==> config.mk <==
export PLATFORM = sky130hd
export DESIGN_NAME = ufb_uart
export DESIGN_NICKNAME = d
export VERILOG_FILES = /design/src/inc/ufb_pkg.sv /design/src/design/ufb_uart.sv
export SDC_FILE = /design/constraint.sdc
export NUM_CORES = 1
export LEC_CHECK = 0
export BUFFER_PORTS_ARGS = -buffer_cell sky130_fd_sc_hd__buf_2
export CAP_MARGIN = 20
export CORE_MARGIN = 5
export CORE_UTILIZATION = 55
export CTS_BUF_LIST = sky130_fd_sc_hd__clkbuf_4
export DETAILED_ROUTE_END_ITERATION = 8
export HOLD_SLACK_MARGIN = 0.1
export PLACE_DENSITY = 0.72
export SETUP_SLACK_MARGIN = 0.4
export SLEW_MARGIN = 5
export SYNTH_ARGS = -nofsm -noshare
export SYNTH_HDL_FRONTEND = slang
export SYNTH_SLANG_ARGS = --single-unit
==> constraint.sdc <==
create_clock -name clk -period 6.85 [get_ports clk]
set_input_delay 1.37 -clock clk [delete_from_list [all_inputs] [get_ports clk]]
set_output_delay 1.37 -clock clk [all_outputs]
set_load 0.01 [all_outputs]
==> src/inc/ufb_pkg.sv <==
// constants and types for the serial port with receive fifo and baud generator
`default_nettype none
package ufb_pkg;
  // ==========================================================
  // register addresses on the special-function bus
  localparam logic [7:0] ADDR_BAUD_CTL  = 8'h91;
  localparam logic [7:0] ADDR_RELOAD_LO = 8'h93;
  localparam logic [7:0] ADDR_RELOAD_HI = 8'h94;
  localparam logic [7:0] ADDR_CTL       = 8'h98;
  localparam logic [7:0] ADDR_DATA      = 8'h99;
  localparam logic [7:0] ADDR_MODE      = 8'h9A;
  // ==========================================================
  // reset values
  localparam logic [7:0]  CTL_RESET    = 8'h20;
  localparam logic [7:0]  MODE_RESET   = 8'h0C;
  localparam logic [7:0]  BAUD_RESET   = 8'h00;
  localparam logic [15:0] RELOAD_RESET = 16'h0000;
  // ==========================================================
  // field positions
  localparam int CTL_OVR  = 7;
  localparam int CTL_PERR = 6;
  localparam int CTL_ONE  = 5;
  localparam int CTL_REN  = 4;
  localparam int CTL_TBX  = 3;
  localparam int CTL_RBX  = 2;
  localparam int CTL_TI   = 1;
  localparam int CTL_RI   = 0;
  localparam int MODE_MCE = 7;
  localparam int MODE_PT  = 5;
  localparam int MODE_PE  = 4;
  localparam int MODE_LEN = 2;
  localparam int MODE_XBE = 1;
  localparam int MODE_SBL = 0;
  localparam int BAUD_CLK = 7;
  localparam int BAUD_RUN = 6;
  localparam int BAUD_PS  = 0;
  localparam logic [7:0] BAUD_WMASK = 8'hC3;
  // ==========================================================
  // encodings and counts
  localparam logic [1:0]  PAR_ODD   = 2'h0;
  localparam logic [1:0]  PAR_EVEN  = 2'h1;
  localparam logic [1:0]  PAR_MARK  = 2'h2;
  localparam logic [1:0]  PS_BY12   = 2'h0;
  localparam logic [1:0]  PS_BY4    = 2'h1;
  localparam logic [1:0]  PS_BY48   = 2'h2;
  localparam logic [5:0]  DIV12     = 6'h0C;
  localparam logic [5:0]  DIV4      = 6'h04;
  localparam logic [5:0]  DIV48     = 6'h30;
  localparam logic [5:0]  DIV1      = 6'h01;
  localparam logic [3:0]  LEN_MIN   = 4'h5;
  localparam logic [3:0]  LEN_MAX   = 4'h8;
  localparam logic [3:0]  STOP_ONE  = 4'h1;
  localparam logic [3:0]  STOP_TWO  = 4'h2;
  localparam logic [15:0] CNT_TOP   = 16'hFFFF;
  localparam logic [7:0]  ONES8     = 8'hFF;
  localparam int          RX_DEPTH  = 3;
  localparam int          TX_DEPTH  = 16;
  // ==========================================================
  // types
  typedef struct packed {
    logic       extra;
    logic [7:0] data;
  } ufb_rx_entry_t;
  typedef enum logic [2:0] {
    ST_IDLE  = 3'h0,
    ST_START = 3'h1,
    ST_DATA  = 3'h2,
    ST_XBIT  = 3'h3,
    ST_STOP  = 3'h4
  } ufb_state_t;
endpackage : ufb_pkg
`default_nettype wire

==> src/design/ufb_uart.sv <==
// serial port core: registers, baud generator, transmitter, receiver, fifos
`timescale 1ns/1ps
`default_nettype none

// ==========================================================
// generic fifo
module ufb_fifo #(
  parameter int W = 8,
  parameter int D = 16
) (
  // clock, reset and enable
  input  wire logic         clk,
  input  wire logic         nrst,
  input  wire logic         ce,
  // fill side
  input  wire logic         inValid,
  input  wire logic [W-1:0] inData,
  output logic              inReady,
  // drain side
  output logic              outValid,
  output logic [W-1:0]      outData,
  input  wire logic         outReady
);
  localparam int AW = (D > 1) ? $clog2(D) : 1;
  localparam logic [AW-1:0] LAST = AW'(D - 1);
  localparam logic [AW:0]   FULL = (AW + 1)'(D);
  logic [W-1:0]  mem [D];
  logic [AW-1:0] wp_q;
  logic [AW-1:0] rp_q;
  logic [AW:0]   cnt_q;
  logic          push;
  logic          pop;

  function automatic logic [AW-1:0] nextPtr(input logic [AW-1:0] p);
    nextPtr = (p == LAST) ? '0 : p + 1'b1;
  endfunction : nextPtr

  assign inReady  = cnt_q != FULL;
  assign outValid = cnt_q != '0;
  assign outData  = mem[rp_q];
  assign push     = ce & inValid & inReady;
  assign pop      = ce & outValid & outReady;

  always_ff @(posedge clk)
  begin
    if (push)
    begin
      mem[wp_q] <= inData;
    end
  end

  always_ff @(posedge clk)
  begin
    if (!nrst)
    begin
      wp_q  <= '0;
      rp_q  <= '0;
      cnt_q <= '0;
    end
    else
    begin
      if (push)
      begin
        wp_q <= nextPtr(wp_q);
      end
      if (pop)
      begin
        rp_q <= nextPtr(rp_q);
      end
      cnt_q <= cnt_q + (AW + 1)'(push) - (AW + 1)'(pop);
    end
  end
endmodule : ufb_fifo

// ==========================================================
// serial port top
module ufb_uart (
  // clock, reset, enable
  input  wire logic       clk,
  input  wire logic       nrst,
  input  wire logic       ce,
  // special-function register port
  input  wire logic [7:0] sfrAddr,
  input  wire logic       sfrWr,
  input  wire logic       sfrRd,
  input  wire logic [7:0] sfrWdata,
  output logic      [7:0] sfrRdata_q,
  // usb-domain clock enable and interrupt enable
  input  wire logic       usbClkTick,
  input  wire logic       portIntEnable,
  output logic            serialIrq_q,
  // serial pins and transmit fifo ready
  input  wire logic       rxPin,
  output logic            txPin_q,
  output logic            txFifoReady_q
);
  ufb_pkg::ufb_state_t    txSt_q;
  ufb_pkg::ufb_state_t    rxSt_q;
  ufb_pkg::ufb_rx_entry_t rxHead;
  ufb_pkg::ufb_rx_entry_t rxNew;
  logic [7:0]  mode_q;
  logic [7:0]  baudCtl_q;
  logic [15:0] reload_q;
  logic        ovr_q, perr_q, ren_q, tbx_q, ti_q, ri_q;
  logic        wrCtl, wrMode, wrBaud, wrLo, wrHi, wrData, rdCtl, rdBaud, rdData;
  logic        run, srcTick, prescTick, halfTick;
  logic [5:0]  psCnt_q;
  logic [15:0] baudCnt_q;
  logic [3:0]  lenBits, nStop;
  logic        pe, xbe, hasX;
  logic [1:0]  ptype;
  logic        txValid, txLoad, txTick, txPh_q, tiSet, txInReady;
  logic [7:0]  txHead, txShift_q;
  logic [3:0]  txCnt_q;
  logic        txX_q;
  logic        rxS1_q, rxS2_q, rxPrev_q, rxPh_q, rxSample;
  logic [7:0]  rxShift_q;
  logic [3:0]  rxCnt_q;
  logic        rxX_q, stopOk_q, firstStop_q;
  logic        rxDone, rxGood, rxPush, rxInReady, rxValid, mcePass, parBad;

  // ==========================================================
  // helpers
  function automatic logic hit(input logic [7:0] a, input logic [7:0] t);
    hit = a == t;
  endfunction : hit

  function automatic logic parOf(input logic [7:0] d, input logic [3:0] n,
                                 input logic [1:0] t);
    logic [7:0] m;
    m = d & ~(ufb_pkg::ONES8 << n);
    case (t)
      ufb_pkg::PAR_ODD:  parOf = ~^m;
      ufb_pkg::PAR_EVEN: parOf = ^m;
      ufb_pkg::PAR_MARK: parOf = 1'b1;
      default:           parOf = 1'b0;
    endcase
  endfunction : parOf

  function automatic logic [5:0] divOf(input logic [1:0] ps);
    case (ps)
      ufb_pkg::PS_BY12: divOf = ufb_pkg::DIV12;
      ufb_pkg::PS_BY4:  divOf = ufb_pkg::DIV4;
      ufb_pkg::PS_BY48: divOf = ufb_pkg::DIV48;
      default:          divOf = ufb_pkg::DIV1;
    endcase
  endfunction : divOf

  // ==========================================================
  // register access
  assign wrCtl  = ce & sfrWr & hit(sfrAddr, ufb_pkg::ADDR_CTL);
  assign wrMode = ce & sfrWr & hit(sfrAddr, ufb_pkg::ADDR_MODE);
  assign wrBaud = ce & sfrWr & hit(sfrAddr, ufb_pkg::ADDR_BAUD_CTL);
  assign wrLo   = ce & sfrWr & hit(sfrAddr, ufb_pkg::ADDR_RELOAD_LO);
  assign wrHi   = ce & sfrWr & hit(sfrAddr, ufb_pkg::ADDR_RELOAD_HI);
  assign wrData = ce & sfrWr & hit(sfrAddr, ufb_pkg::ADDR_DATA);
  assign rdCtl  = ce & sfrRd & hit(sfrAddr, ufb_pkg::ADDR_CTL);
  assign rdBaud = ce & sfrRd & hit(sfrAddr, ufb_pkg::ADDR_BAUD_CTL);
  assign rdData = ce & sfrRd & hit(sfrAddr, ufb_pkg::ADDR_DATA);

  always_ff @(posedge clk)
  begin
    if (!nrst)
    begin
      mode_q    <= ufb_pkg::MODE_RESET;
      baudCtl_q <= ufb_pkg::BAUD_RESET;
      reload_q  <= ufb_pkg::RELOAD_RESET;
      ren_q     <= ufb_pkg::CTL_RESET[ufb_pkg::CTL_REN];
      tbx_q     <= ufb_pkg::CTL_RESET[ufb_pkg::CTL_TBX];
    end
    else
    begin
      if (wrMode)
        mode_q <= sfrWdata;
      if (wrBaud)
        baudCtl_q <= sfrWdata & ufb_pkg::BAUD_WMASK;
      if (wrLo)
        reload_q[7:0] <= sfrWdata;
      if (wrHi)
        reload_q[15:8] <= sfrWdata;
      if (wrCtl)
      begin
        ren_q <= sfrWdata[ufb_pkg::CTL_REN];
        tbx_q <= sfrWdata[ufb_pkg::CTL_TBX];
      end
    end
  end

  // sticky flags: hardware set wins over a software write
  always_ff @(posedge clk)
  begin
    if (!nrst)
    begin
      ovr_q  <= ufb_pkg::CTL_RESET[ufb_pkg::CTL_OVR];
      perr_q <= ufb_pkg::CTL_RESET[ufb_pkg::CTL_PERR];
      ti_q   <= ufb_pkg::CTL_RESET[ufb_pkg::CTL_TI];
      ri_q   <= ufb_pkg::CTL_RESET[ufb_pkg::CTL_RI];
    end
    else if (ce)
    begin
      ovr_q  <= (rxGood & ~rxInReady) |
                (wrCtl ? sfrWdata[ufb_pkg::CTL_OVR] : ovr_q);
      perr_q <= (rxPush & pe & parBad) |
                (wrCtl ? sfrWdata[ufb_pkg::CTL_PERR] : perr_q);
      ti_q   <= tiSet | (wrCtl ? sfrWdata[ufb_pkg::CTL_TI] : ti_q);
      ri_q   <= rxPush | (wrCtl ? (sfrWdata[ufb_pkg::CTL_RI] |
                (ri_q & rxValid)) : ri_q);
    end
  end

  always_ff @(posedge clk)
  begin
    if (!nrst)
    begin
      sfrRdata_q    <= 8'h00;
      serialIrq_q   <= 1'b0;
      txFifoReady_q <= 1'b0;
    end
    else if (ce)
    begin
      serialIrq_q   <= portIntEnable & (ti_q | ri_q);
      txFifoReady_q <= txInReady;
      if (sfrRd)
      begin
        case (sfrAddr)
          ufb_pkg::ADDR_CTL:       sfrRdata_q <= {ovr_q, perr_q, 1'b1, ren_q, tbx_q,
                                                  rxValid & rxHead.extra, ti_q, ri_q};
          ufb_pkg::ADDR_DATA:      sfrRdata_q <= rxValid ? rxHead.data : 8'h00;
          ufb_pkg::ADDR_MODE:      sfrRdata_q <= mode_q;
          ufb_pkg::ADDR_BAUD_CTL:  sfrRdata_q <= baudCtl_q;
          ufb_pkg::ADDR_RELOAD_LO: sfrRdata_q <= reload_q[7:0];
          ufb_pkg::ADDR_RELOAD_HI: sfrRdata_q <= reload_q[15:8];
          default:                 sfrRdata_q <= 8'h00;
        endcase
      end
    end
  end

  // ==========================================================
  // frame format
  assign pe      = mode_q[ufb_pkg::MODE_PE];
  assign xbe     = mode_q[ufb_pkg::MODE_XBE];
  assign hasX    = pe | xbe;
  assign ptype   = mode_q[ufb_pkg::MODE_PT +: 2];
  assign lenBits = ufb_pkg::LEN_MIN + {2'b00, mode_q[ufb_pkg::MODE_LEN +: 2]};
  assign nStop   = (mode_q[ufb_pkg::MODE_SBL] && lenBits != ufb_pkg::LEN_MIN) ?
                   ufb_pkg::STOP_TWO : ufb_pkg::STOP_ONE;

  // ==========================================================
  // baud generator
  assign run       = baudCtl_q[ufb_pkg::BAUD_RUN];
  assign srcTick   = baudCtl_q[ufb_pkg::BAUD_CLK] ? usbClkTick : 1'b1;
  assign prescTick = ce & run & srcTick &
                     (psCnt_q == divOf(baudCtl_q[ufb_pkg::BAUD_PS +: 2]) - 6'h01);
  assign halfTick  = prescTick & (baudCnt_q == ufb_pkg::CNT_TOP);

  always_ff @(posedge clk)
  begin
    if (!nrst)
    begin
      psCnt_q   <= 6'h00;
      baudCnt_q <= ufb_pkg::RELOAD_RESET;
    end
    else if (ce)
    begin
      if (!run)
      begin
        psCnt_q   <= 6'h00;
        baudCnt_q <= reload_q;
      end
      else
      begin
        if (prescTick)
          psCnt_q <= 6'h00;
        else if (srcTick)
          psCnt_q <= psCnt_q + 6'h01;
        if (prescTick)
          baudCnt_q <= halfTick ? reload_q : baudCnt_q + 16'h0001;
      end
    end
  end

  // ==========================================================
  // transmitter
  ufb_fifo #(.W(8), .D(ufb_pkg::TX_DEPTH)) txFifo (
    .clk      (clk),
    .nrst     (nrst),
    .ce       (ce),
    .inValid  (wrData),
    .inData   (sfrWdata),
    .inReady  (txInReady),
    .outValid (txValid),
    .outData  (txHead),
    .outReady (txLoad)
  );

  assign txLoad = run & (txSt_q == ufb_pkg::ST_IDLE) & txValid;
  assign txTick = halfTick & txPh_q;
  assign tiSet  = txTick & ((txSt_q == ufb_pkg::ST_XBIT) |
                  (txSt_q == ufb_pkg::ST_DATA && txCnt_q == lenBits && !hasX));

  always_ff @(posedge clk)
  begin
    if (!nrst)
    begin
      txSt_q    <= ufb_pkg::ST_IDLE;
      txPin_q   <= 1'b1;
      txShift_q <= 8'h00;
      txCnt_q   <= 4'h0;
      txX_q     <= 1'b0;
      txPh_q    <= 1'b0;
    end
    else if (ce)
    begin
      if (halfTick)
        txPh_q <= ~txPh_q;
      if (!run)
      begin
        txSt_q  <= ufb_pkg::ST_IDLE;
        txPin_q <= 1'b1;
      end
      else
      begin
        case (txSt_q)
          ufb_pkg::ST_IDLE:
          begin
            txPin_q <= 1'b1;
            if (txLoad)
            begin
              txShift_q <= txHead;
              txX_q     <= pe ? parOf(txHead, lenBits, ptype) : tbx_q;
              txPh_q    <= 1'b0;
              txPin_q   <= 1'b0;
              txSt_q    <= ufb_pkg::ST_START;
            end
          end
          ufb_pkg::ST_START:
          begin
            if (txTick)
            begin
              txPin_q   <= txShift_q[0];
              txShift_q <= txShift_q >> 1;
              txCnt_q   <= 4'h1;
              txSt_q    <= ufb_pkg::ST_DATA;
            end
          end
          ufb_pkg::ST_DATA:
          begin
            if (txTick)
            begin
              if (txCnt_q == lenBits)
              begin
                txPin_q <= hasX ? txX_q : 1'b1;
                txCnt_q <= 4'h1;
                txSt_q  <= hasX ? ufb_pkg::ST_XBIT : ufb_pkg::ST_STOP;
              end
              else
              begin
                txPin_q   <= txShift_q[0];
                txShift_q <= txShift_q >> 1;
                txCnt_q   <= txCnt_q + 4'h1;
              end
            end
          end
          ufb_pkg::ST_XBIT:
          begin
            if (txTick)
            begin
              txPin_q <= 1'b1;
              txSt_q  <= ufb_pkg::ST_STOP;
            end
          end
          ufb_pkg::ST_STOP:
          begin
            if (txTick)
            begin
              if (txCnt_q == nStop)
                txSt_q <= ufb_pkg::ST_IDLE;
              else
                txCnt_q <= txCnt_q + 4'h1;
            end
          end
          default:
            txSt_q <= ufb_pkg::ST_IDLE;
        endcase
      end
    end
  end

  // ==========================================================
  // receiver
  assign rxSample = halfTick & rxPh_q;
  assign rxDone   = rxSample & (rxSt_q == ufb_pkg::ST_STOP) & (rxCnt_q == nStop);
  assign mcePass  = ~mode_q[ufb_pkg::MODE_MCE] | pe | rxX_q;
  assign rxGood   = rxDone & stopOk_q & rxPrev_q & ren_q & mcePass;
  assign rxPush   = rxGood & rxInReady;
  assign rxNew.data  = rxShift_q >> (ufb_pkg::LEN_MAX - lenBits);
  assign rxNew.extra = xbe ? rxX_q :
                       ((rxCnt_q == ufb_pkg::STOP_ONE) ? rxPrev_q : firstStop_q);
  assign parBad   = parOf(rxNew.data, lenBits, ptype) != rxX_q;

  ufb_fifo #(.W(9), .D(ufb_pkg::RX_DEPTH)) rxFifo (
    .clk      (clk),
    .nrst     (nrst),
    .ce       (ce),
    .inValid  (rxPush),
    .inData   (rxNew),
    .inReady  (rxInReady),
    .outValid (rxValid),
    .outData  (rxHead),
    .outReady (rdData)
  );

  // two-stage synchroniser, then the edge reference
  always_ff @(posedge clk)
  begin
    if (!nrst)
    begin
      rxS1_q   <= 1'b1;
      rxS2_q   <= 1'b1;
      rxPrev_q <= 1'b1;
    end
    else if (ce)
    begin
      rxS1_q   <= rxPin;
      rxS2_q   <= rxS1_q;
      rxPrev_q <= rxS2_q;
    end
  end

  always_ff @(posedge clk)
  begin
    if (!nrst)
    begin
      rxSt_q      <= ufb_pkg::ST_IDLE;
      rxShift_q   <= 8'h00;
      rxCnt_q     <= 4'h0;
      rxX_q       <= 1'b0;
      rxPh_q      <= 1'b0;
      stopOk_q    <= 1'b0;
      firstStop_q <= 1'b0;
    end
    else if (ce)
    begin
      if (halfTick)
        rxPh_q <= ~rxPh_q;
      if (!run || !ren_q)
        rxSt_q <= ufb_pkg::ST_IDLE;
      else
      begin
        case (rxSt_q)
          ufb_pkg::ST_IDLE:
          begin
            if (rxPrev_q && !rxS2_q)
              rxSt_q <= ufb_pkg::ST_START;
          end
          ufb_pkg::ST_START:
          begin
            if (halfTick)
            begin
              rxPh_q <= 1'b0;
              rxCnt_q <= 4'h1;
              rxSt_q <= rxPrev_q ? ufb_pkg::ST_IDLE : ufb_pkg::ST_DATA;
            end
          end
          ufb_pkg::ST_DATA:
          begin
            if (rxSample)
            begin
              rxShift_q <= {rxPrev_q, rxShift_q[7:1]};
              if (rxCnt_q == lenBits)
              begin
                rxCnt_q  <= 4'h1;
                stopOk_q <= 1'b1;
                rxSt_q   <= hasX ? ufb_pkg::ST_XBIT : ufb_pkg::ST_STOP;
              end
              else
                rxCnt_q <= rxCnt_q + 4'h1;
            end
          end
          ufb_pkg::ST_XBIT:
          begin
            if (rxSample)
            begin
              rxX_q  <= rxPrev_q;
              rxSt_q <= ufb_pkg::ST_STOP;
            end
          end
          ufb_pkg::ST_STOP:
          begin
            if (rxSample)
            begin
              stopOk_q <= stopOk_q & rxPrev_q;
              if (rxCnt_q == ufb_pkg::STOP_ONE)
                firstStop_q <= rxPrev_q;
              if (rxCnt_q == nStop)
                rxSt_q <= ufb_pkg::ST_IDLE;
              else
                rxCnt_q <= rxCnt_q + 4'h1;
            end
          end
          default:
            rxSt_q <= ufb_pkg::ST_IDLE;
        endcase
      end
    end
  end
endmodule : ufb_uart
`default_nettype wire

== Yosys cells after proc, flatten, opt, wreduce, memory -nomap -nowiden ==
Memories as Yosys holds them, arrays and structs flattened. A register that Yosys moved wholly into a read port is not among the register bits.
Cells that the tools add are included.

* Flip-flop bits (word level): 126
* Bits in writable memories: 155
* Memories kept: 2

* Add/subtract/negate cells: 15
* Eq/ne operators: 61
* Shift operators: 2
* Muxes and demuxes: 89
* Bitwise gates (word level): 58
* Reduce and logical (&&, ||, !) cells: 37

{| class="wikitable"
|+ Memories
! memory !! depth !! width !! rd ports !! clocked after memory_dff !! wr ports !! line !! source
|-
| txFifo.mem || 16 || 8 || 1 || 1 || 1 || ufb_uart.sv:27 || <nowiki>logic [W-1:0] mem [D];</nowiki>
|-
| rxFifo.mem || 3 || 9 || 1 || 1 || 1 || ufb_uart.sv:27 ||
|}

{| class="wikitable"
|+ Operator list
! operator !! count
|-
| $mux W4 || 14
|-
| $mux W3 || 17
|-
| $eq A8 B8 Y1 const B || 6
|-
| $mux W16 || 3
|-
| $pmux W8 S6 || 1
|-
| $and A1 B1 Y1 || 40
|-
| $mux W8 || 5
|-
| $mux W1 || 30
|-
| $ne A3 B3 Y1 const B || 10
|-
| $pmux W3 S5 || 2
|-
| $pmux W4 S3 || 2
|-
| $pmux W8 S3 || 1
|-
| $reduce_and A7 Y1 || 3
|-
| $ne A2 B2 Y1 const B || 10
|-
| $mux W6 || 3
|-
| $pmux W6 S3 || 1
|-
| $add A16 B1 Y16 const B || 1
|-
| $add A4 B1 Y4 const B || 4
|-
| $and A8 B8 Y8 || 2
|-
| $eq A16 B16 Y1 const B || 1
|-
| $reduce_and A4 Y1 || 4
|-
| $reduce_and A8 Y1 || 2
|-
| $reduce_xnor A8 Y1 || 2
|-
| $reduce_xor A8 Y1 || 2
|-
| 46 further kinds || 96
|}

== Longest topological paths before layout ==
* Depth in word-level cells: 18
* Gate-level depth with buffers: 17

== By module ==
A second synthesis with hierarchy kept.

* Cells, all modules: 1141
* Area, all modules: 13357.8 um^2

{| class="wikitable"
|+ Modules (own cells, without submodules)
! module !! times used !! cells an instance !! area an instance (um^2)
|-
| ufb_uart || 1 || 733 || 6074.6
|-
| ufb_fifo at txFifo || 1 || 306 || 5878.1
|-
| ufb_fifo at rxFifo || 1 || 102 || 1405.1
|}

== Least setup slack after synthesis ==
OpenSTA, ideal clock, no wires.

* Path kind: input to register
* Start point: input port ce
* End point: memory rxFifo.mem[1][0] (enable)
* Data arrival time: 4.332 ns
* Data required time: 6.459 ns
* Slack: 2.127 ns
* Stages on the path: 12
* Path buffers: 1
* Cell sequence: buf_2 -> nand2_1 -> or3_1 -> a2111oi_4 -> nand3_1 -> inv_1 -> ha_1 -> nand4_1 -> a211o_1 -> a31oi_1 -> nand2_1 -> nor3b_1

* Cells in the longest elaborated chain, start to end: 16

{| class="wikitable"
|+ Ends and longest elaborated chain
! item !! line !! source
|-
| from (decl) || ufb_uart.sv:81 || <nowiki>input wire logic ce,</nowiki>
|-
| $and A1 B1 Y1 (3 in series) || ufb_uart.sv:253 || <nowiki>assign prescTick = ce & run & srcTick &</nowiki>
|-
| $and A1 B1 Y1 || ufb_uart.sv:255 || <nowiki>assign halfTick = prescTick & (baudCnt_q == ufb_pkg::CNT_TOP);</nowiki>
|-
| $and A1 B1 Y1 || ufb_uart.sv:392 || <nowiki>assign rxSample = halfTick & rxPh_q;</nowiki>
|-
| $and A1 B1 Y1 (2 in series) || ufb_uart.sv:393 || <nowiki>assign rxDone = rxSample & (rxSt_q == ufb_pkg::ST_STOP) & (rxCnt_q == nStop);</nowiki>
|-
| $and A1 B1 Y1 (4 in series) || ufb_uart.sv:395 || <nowiki>assign rxGood = rxDone & stopOk_q & rxPrev_q & ren_q & mcePass;</nowiki>
|-
| $and A1 B1 Y1 || ufb_uart.sv:396 || <nowiki>assign rxPush = rxGood & rxInReady;</nowiki>
|-
| $and A1 B1 Y1 * (2 in series) || ufb_uart.sv:41 || <nowiki>assign push = ce & inValid & inReady;</nowiki>
|-
| $mux W1 * || ufb_uart.sv:46 || <nowiki>if (push)</nowiki>
|-
| $mux W1 (implied by the code) * || ufb_uart.sv:48 || <nowiki>mem[wp_q] <= inData;</nowiki>
|-
| to (decl) || ufb_uart.sv:27 ||
|}

Every way passes the cells marked *; elsewhere a longest branch is shown, timed or not.

== Worst setup path in the final report ==
* Start point: input port usbClkTick
* End point: memory rxFifo.mem[1][3] (enable)

* Cells in the longest elaborated chain, start to end: 16

{| class="wikitable"
|+ Ends and longest elaborated chain
! item !! line !! source
|-
| from (decl) || ufb_uart.sv:89 || <nowiki>input wire logic usbClkTick,</nowiki>
|-
| $mux W1 || ufb_uart.sv:252 || <nowiki>assign srcTick = baudCtl_q[ufb_pkg::BAUD_CLK] ? usbClkTick : 1'b1;</nowiki>
|-
| $and A1 B1 Y1 (2 in series) || ufb_uart.sv:253 ||
|-
| $and A1 B1 Y1 || ufb_uart.sv:255 ||
|-
| $and A1 B1 Y1 || ufb_uart.sv:392 ||
|-
| $and A1 B1 Y1 (2 in series) || ufb_uart.sv:393 ||
|-
| $and A1 B1 Y1 (4 in series) || ufb_uart.sv:395 ||
|-
| $and A1 B1 Y1 || ufb_uart.sv:396 ||
|-
| $and A1 B1 Y1 (2 in series) || ufb_uart.sv:41 ||
|-
| $mux W1 || ufb_uart.sv:46 ||
|-
| $mux W1 (implied by the code) || ufb_uart.sv:48 ||
|}

No other way between the ends.

==> out/qor.yml <==
synthesis:
  synth_common_cells: "edfxtp_1 (155), nor2_1 (138), dfxtp_1 (132)"
  synth_top_area_cell: "edfxtp_1"
  synth_edf_count: 155
  ys_seq_elements: 287
  synth-seq-area-share_pct: 55.04
  ys.warnings.count: 0
  synth.most_common_cell: "edfxtp_1"
  syn-num-nets: 1224
  yosysTopAreaCellShare_pct: 35.11
  syn_area_per_cell_sq_um: 11.30
  synth_ff_type: "edfxtp_1"
  synth_area_sq_um: 13260
  syn_inst: 1173
  synthArstFlopShare_pct: 0
  synth_area_leaders: "edfxtp_1 (35%), dfxtp_1 (20%), mux2i_1 (6.1%)"
  synth.distinct_cells: 73
power:
  power_density_nw_per_um2: 231.1
  finalPower_mw: 3.394
  ir_drop_v: 0.0001139
  p_leak_nw: 5.185
sta:
  worstMarginPinSlew_ns: 1.056
  skew_ns: 0.04379
  timing.final.crit_share_pct: 63.70
  finalMaxSlewViolations: 0
  setup_tns_ns: 0
  rsz0062_at_grt: "false"
  finalSetupViolCount: 0
  slew_headroom_pct: 29.04
  fmax_mhz: 229.2
  hold_viol: 0
  min_period_ns: 4.364
clock_tree:
  cts.path.max_buffers: 3
  clk_pin_slew_ns: 0.07
  clk_latency_ns: 0.68
  ctsHoldBuffers: 0
  cts_setup_buffers: 0
  h-tree-depth: 3
  numClockSinks: 287
  cts_resized: 0
  cts_root_buf: "clkbuf_4"
  cts_tree: "done"
  cts_made_buffers: 75
worst_setup_path:
  path_class: "primary input to flop"
  cp.arrival_ns: 4.73
  r2r_start: "baudCtl_q[6]$_SDFFE_PN0P_"
  worstSetupStartpoint: "usbClkTick"
  end_kind: "flop"
  r2r-end: "rxFifo.mem[1][3]$_DFFE_PP_"
  crit_fanout: 7
  start_kind: "primary input"
  crit_end: "rxFifo.mem[1][3]$_DFFE_PP_"
  reg2reg_depth: 12
  r2r_slack_ns: 2.56
  critPathRequiredTime_ns: 7.22
grt:
  grt.overflow.total: 0
  grt_pass1_wl_um: 48220
  grt_pass1_vias: 8999
  grt_usage_pct: 22.60
  antenna_found_initial: 2
  grt_max_degree: 66
route:
  wl_met3_um: 2021
  routed_wl_um: 29900
  wl_met2_um: 13700
  route.vias.total: 9382
  ant_nets: 0
  routed.top_layer: "met4"
  wl_met1_um: 13750
  drt_first_pass_iters: 6
  post_drt_wl_per_cell_um: 18.49
  first_iter_violations: 905
  drc: 0
  viasPerCell: 5.802
place:
  gp_congestion: 0.8921
  place_area_sq_um: 13660
  hpwlAfterDp_um: 20130
  port_buffers: 34
job:
  cap_viol_max_count: 0
final_layout:
  final_util_pct: 62.21
  drive_above_1_share_pct: 15.82
  multiInputGateArea_sq_um: 5557
  final_area_sq_um: 14690
  register_area_sq_um: 7297
  area_growth_syn_to_layout_pct: 10.81
  filler_cell_count: 1876
  fin_nets: 1290
floorplanning:
  die_y_um: 165.3
  start_util_pct: 56.15
  dieArea_sq_um: 27310
  coreArea_sq_um: 23610
  pin_count: 35
  die_x_um: 165.3
  row_count: 56
worst_hold_path:
  min_from: "stopOk_q$_SDFFE_PN0P_"
  hold_path_class: "flop to flop"
status:
  outcome: "finished clean"
-- metal layers --
metal	vias to the layer above	track usage (%)
met5	-	0
li1	4511	-
met2	339	34.39
met3	41	4.741
met4	0	6.578
met1	4491	32.97
-- registers in the layout (all words and copies together) (netlist names), 4 cells and up, named ones only --
register,flops
psCnt_q,6
txFifo.rp_q,4
rxShift_q,8
baudCtl_q,4
txFifo.mem,128
reload_q,16
baudCnt_q,16
sfrRdata_q,8
rxFifo.mem,27
rxCnt_q,4
txFifo.cnt_q,5
txCnt_q,4
txFifo.wp_q,4
txShift_q,8
mode_q,8
-- kinds of logic after synthesis --
group	after synthesis	synth area share [%]
AOI/OAI and AO/OA	228	10.69
buffers and inverters	100	3.086
muxes	120	12.60
and+or+nand+nor	380	13.66
adders and majority gates	27	2.661
DFF	287	55.04
xor gates and xnor gates	31	2.265
-- where the power goes --
group          leakage, nW  switching [mW]  internal, mW
combinational         2.07          0.0532        0.0171
clock                0.582           0.680         0.829
sequential            2.53         0.00343          1.81
total                 5.18           0.737          2.66
-- metrics by stage --
step	worst slack (ns)	cells	hold WS, ns
after floorplan	2.127	1173	0.4413
after global placement	1.573	1477	0.4594
after detailed placement	1.565	1479	0.4659
after CTS	2.253	1613	0.4768
after global routing	2.187	1617	0.4950
final	2.486	1617	0.4785
-- critical path: stages --
cell and delay [ns]:
buf_2 0.07, nand2b_1 0.14, o21ai_0 0.10, or3_1 0.36, a2111oi_4 0.40, nand3_1 0.24, inv_1 0.13, ha_1 0.22
nand4_1 0.12, a211o_1 0.32, a31oi_1 0.20, nand2_1 0.22, nor3b_1 0.57, buf_4 0.26
-- worst min path at each step --
stage	end	slack, ns	depth (start not counted)
2_1_floorplan	rxS1_q$_SDFFE_PN1P_	0.44	2
3_3_place_gp	rxS1_q$_SDFFE_PN1P_	0.46	2
3_5_place_dp	stopOk_q$_SDFFE_PN0P_	0.47	2
4_1_cts	stopOk_q$_SDFFE_PN0P_	0.48	2
5_1_grt	txPh_q$_SDFFE_PN0P_	0.50	2
6_report	stopOk_q$_SDFFE_PN0P_	0.48	2
-- cells in the final DEF, fill, tap and decap left out, drive strengths merged, types with 4 or more instances in the layout --
| cell type | instances |
|---|---|
| a2111oi | 4 |
| a211oi | 13 |
| a21o | 5 |
| a21oi | 79 |
| a22oi | 21 |
| a31oi | 10 |
| and2 | 15 |
| and3 | 8 |
| buf | 48 |
| clkbuf | 113 |
| clkinv | 18 |
| dfxtp | 132 |
| edfxtp | 155 |
| ha | 25 |
| inv | 41 |
| mux2 | 6 |
| mux2i | 81 |
| mux4 | 33 |
| nand2 | 81 |
| nand2b | 18 |
| nand3 | 21 |
| nand4 | 5 |
| nor2 | 138 |
| nor2b | 18 |
| nor3 | 36 |
| nor3b | 11 |
| o21ai | 57 |
| o22ai | 9 |
| or3 | 10 |
| xnor2 | 18 |
| xor2 | 12 |
-- layout make-up --
cell class | count | share of cell area (%)
well taps | 319 | 2.717
multi-input cells | 786 | 37.82
inverters | 41 | 1.056
clock inverters | 21 | 0.9284
clock buffers | 113 | 5.775
repair buffers | 48 | 1.993
diodes | 2 | 0.03407
flip-flops and latches | 287 | 49.67
Note: power is estimated with default switching activity, not from simulation.
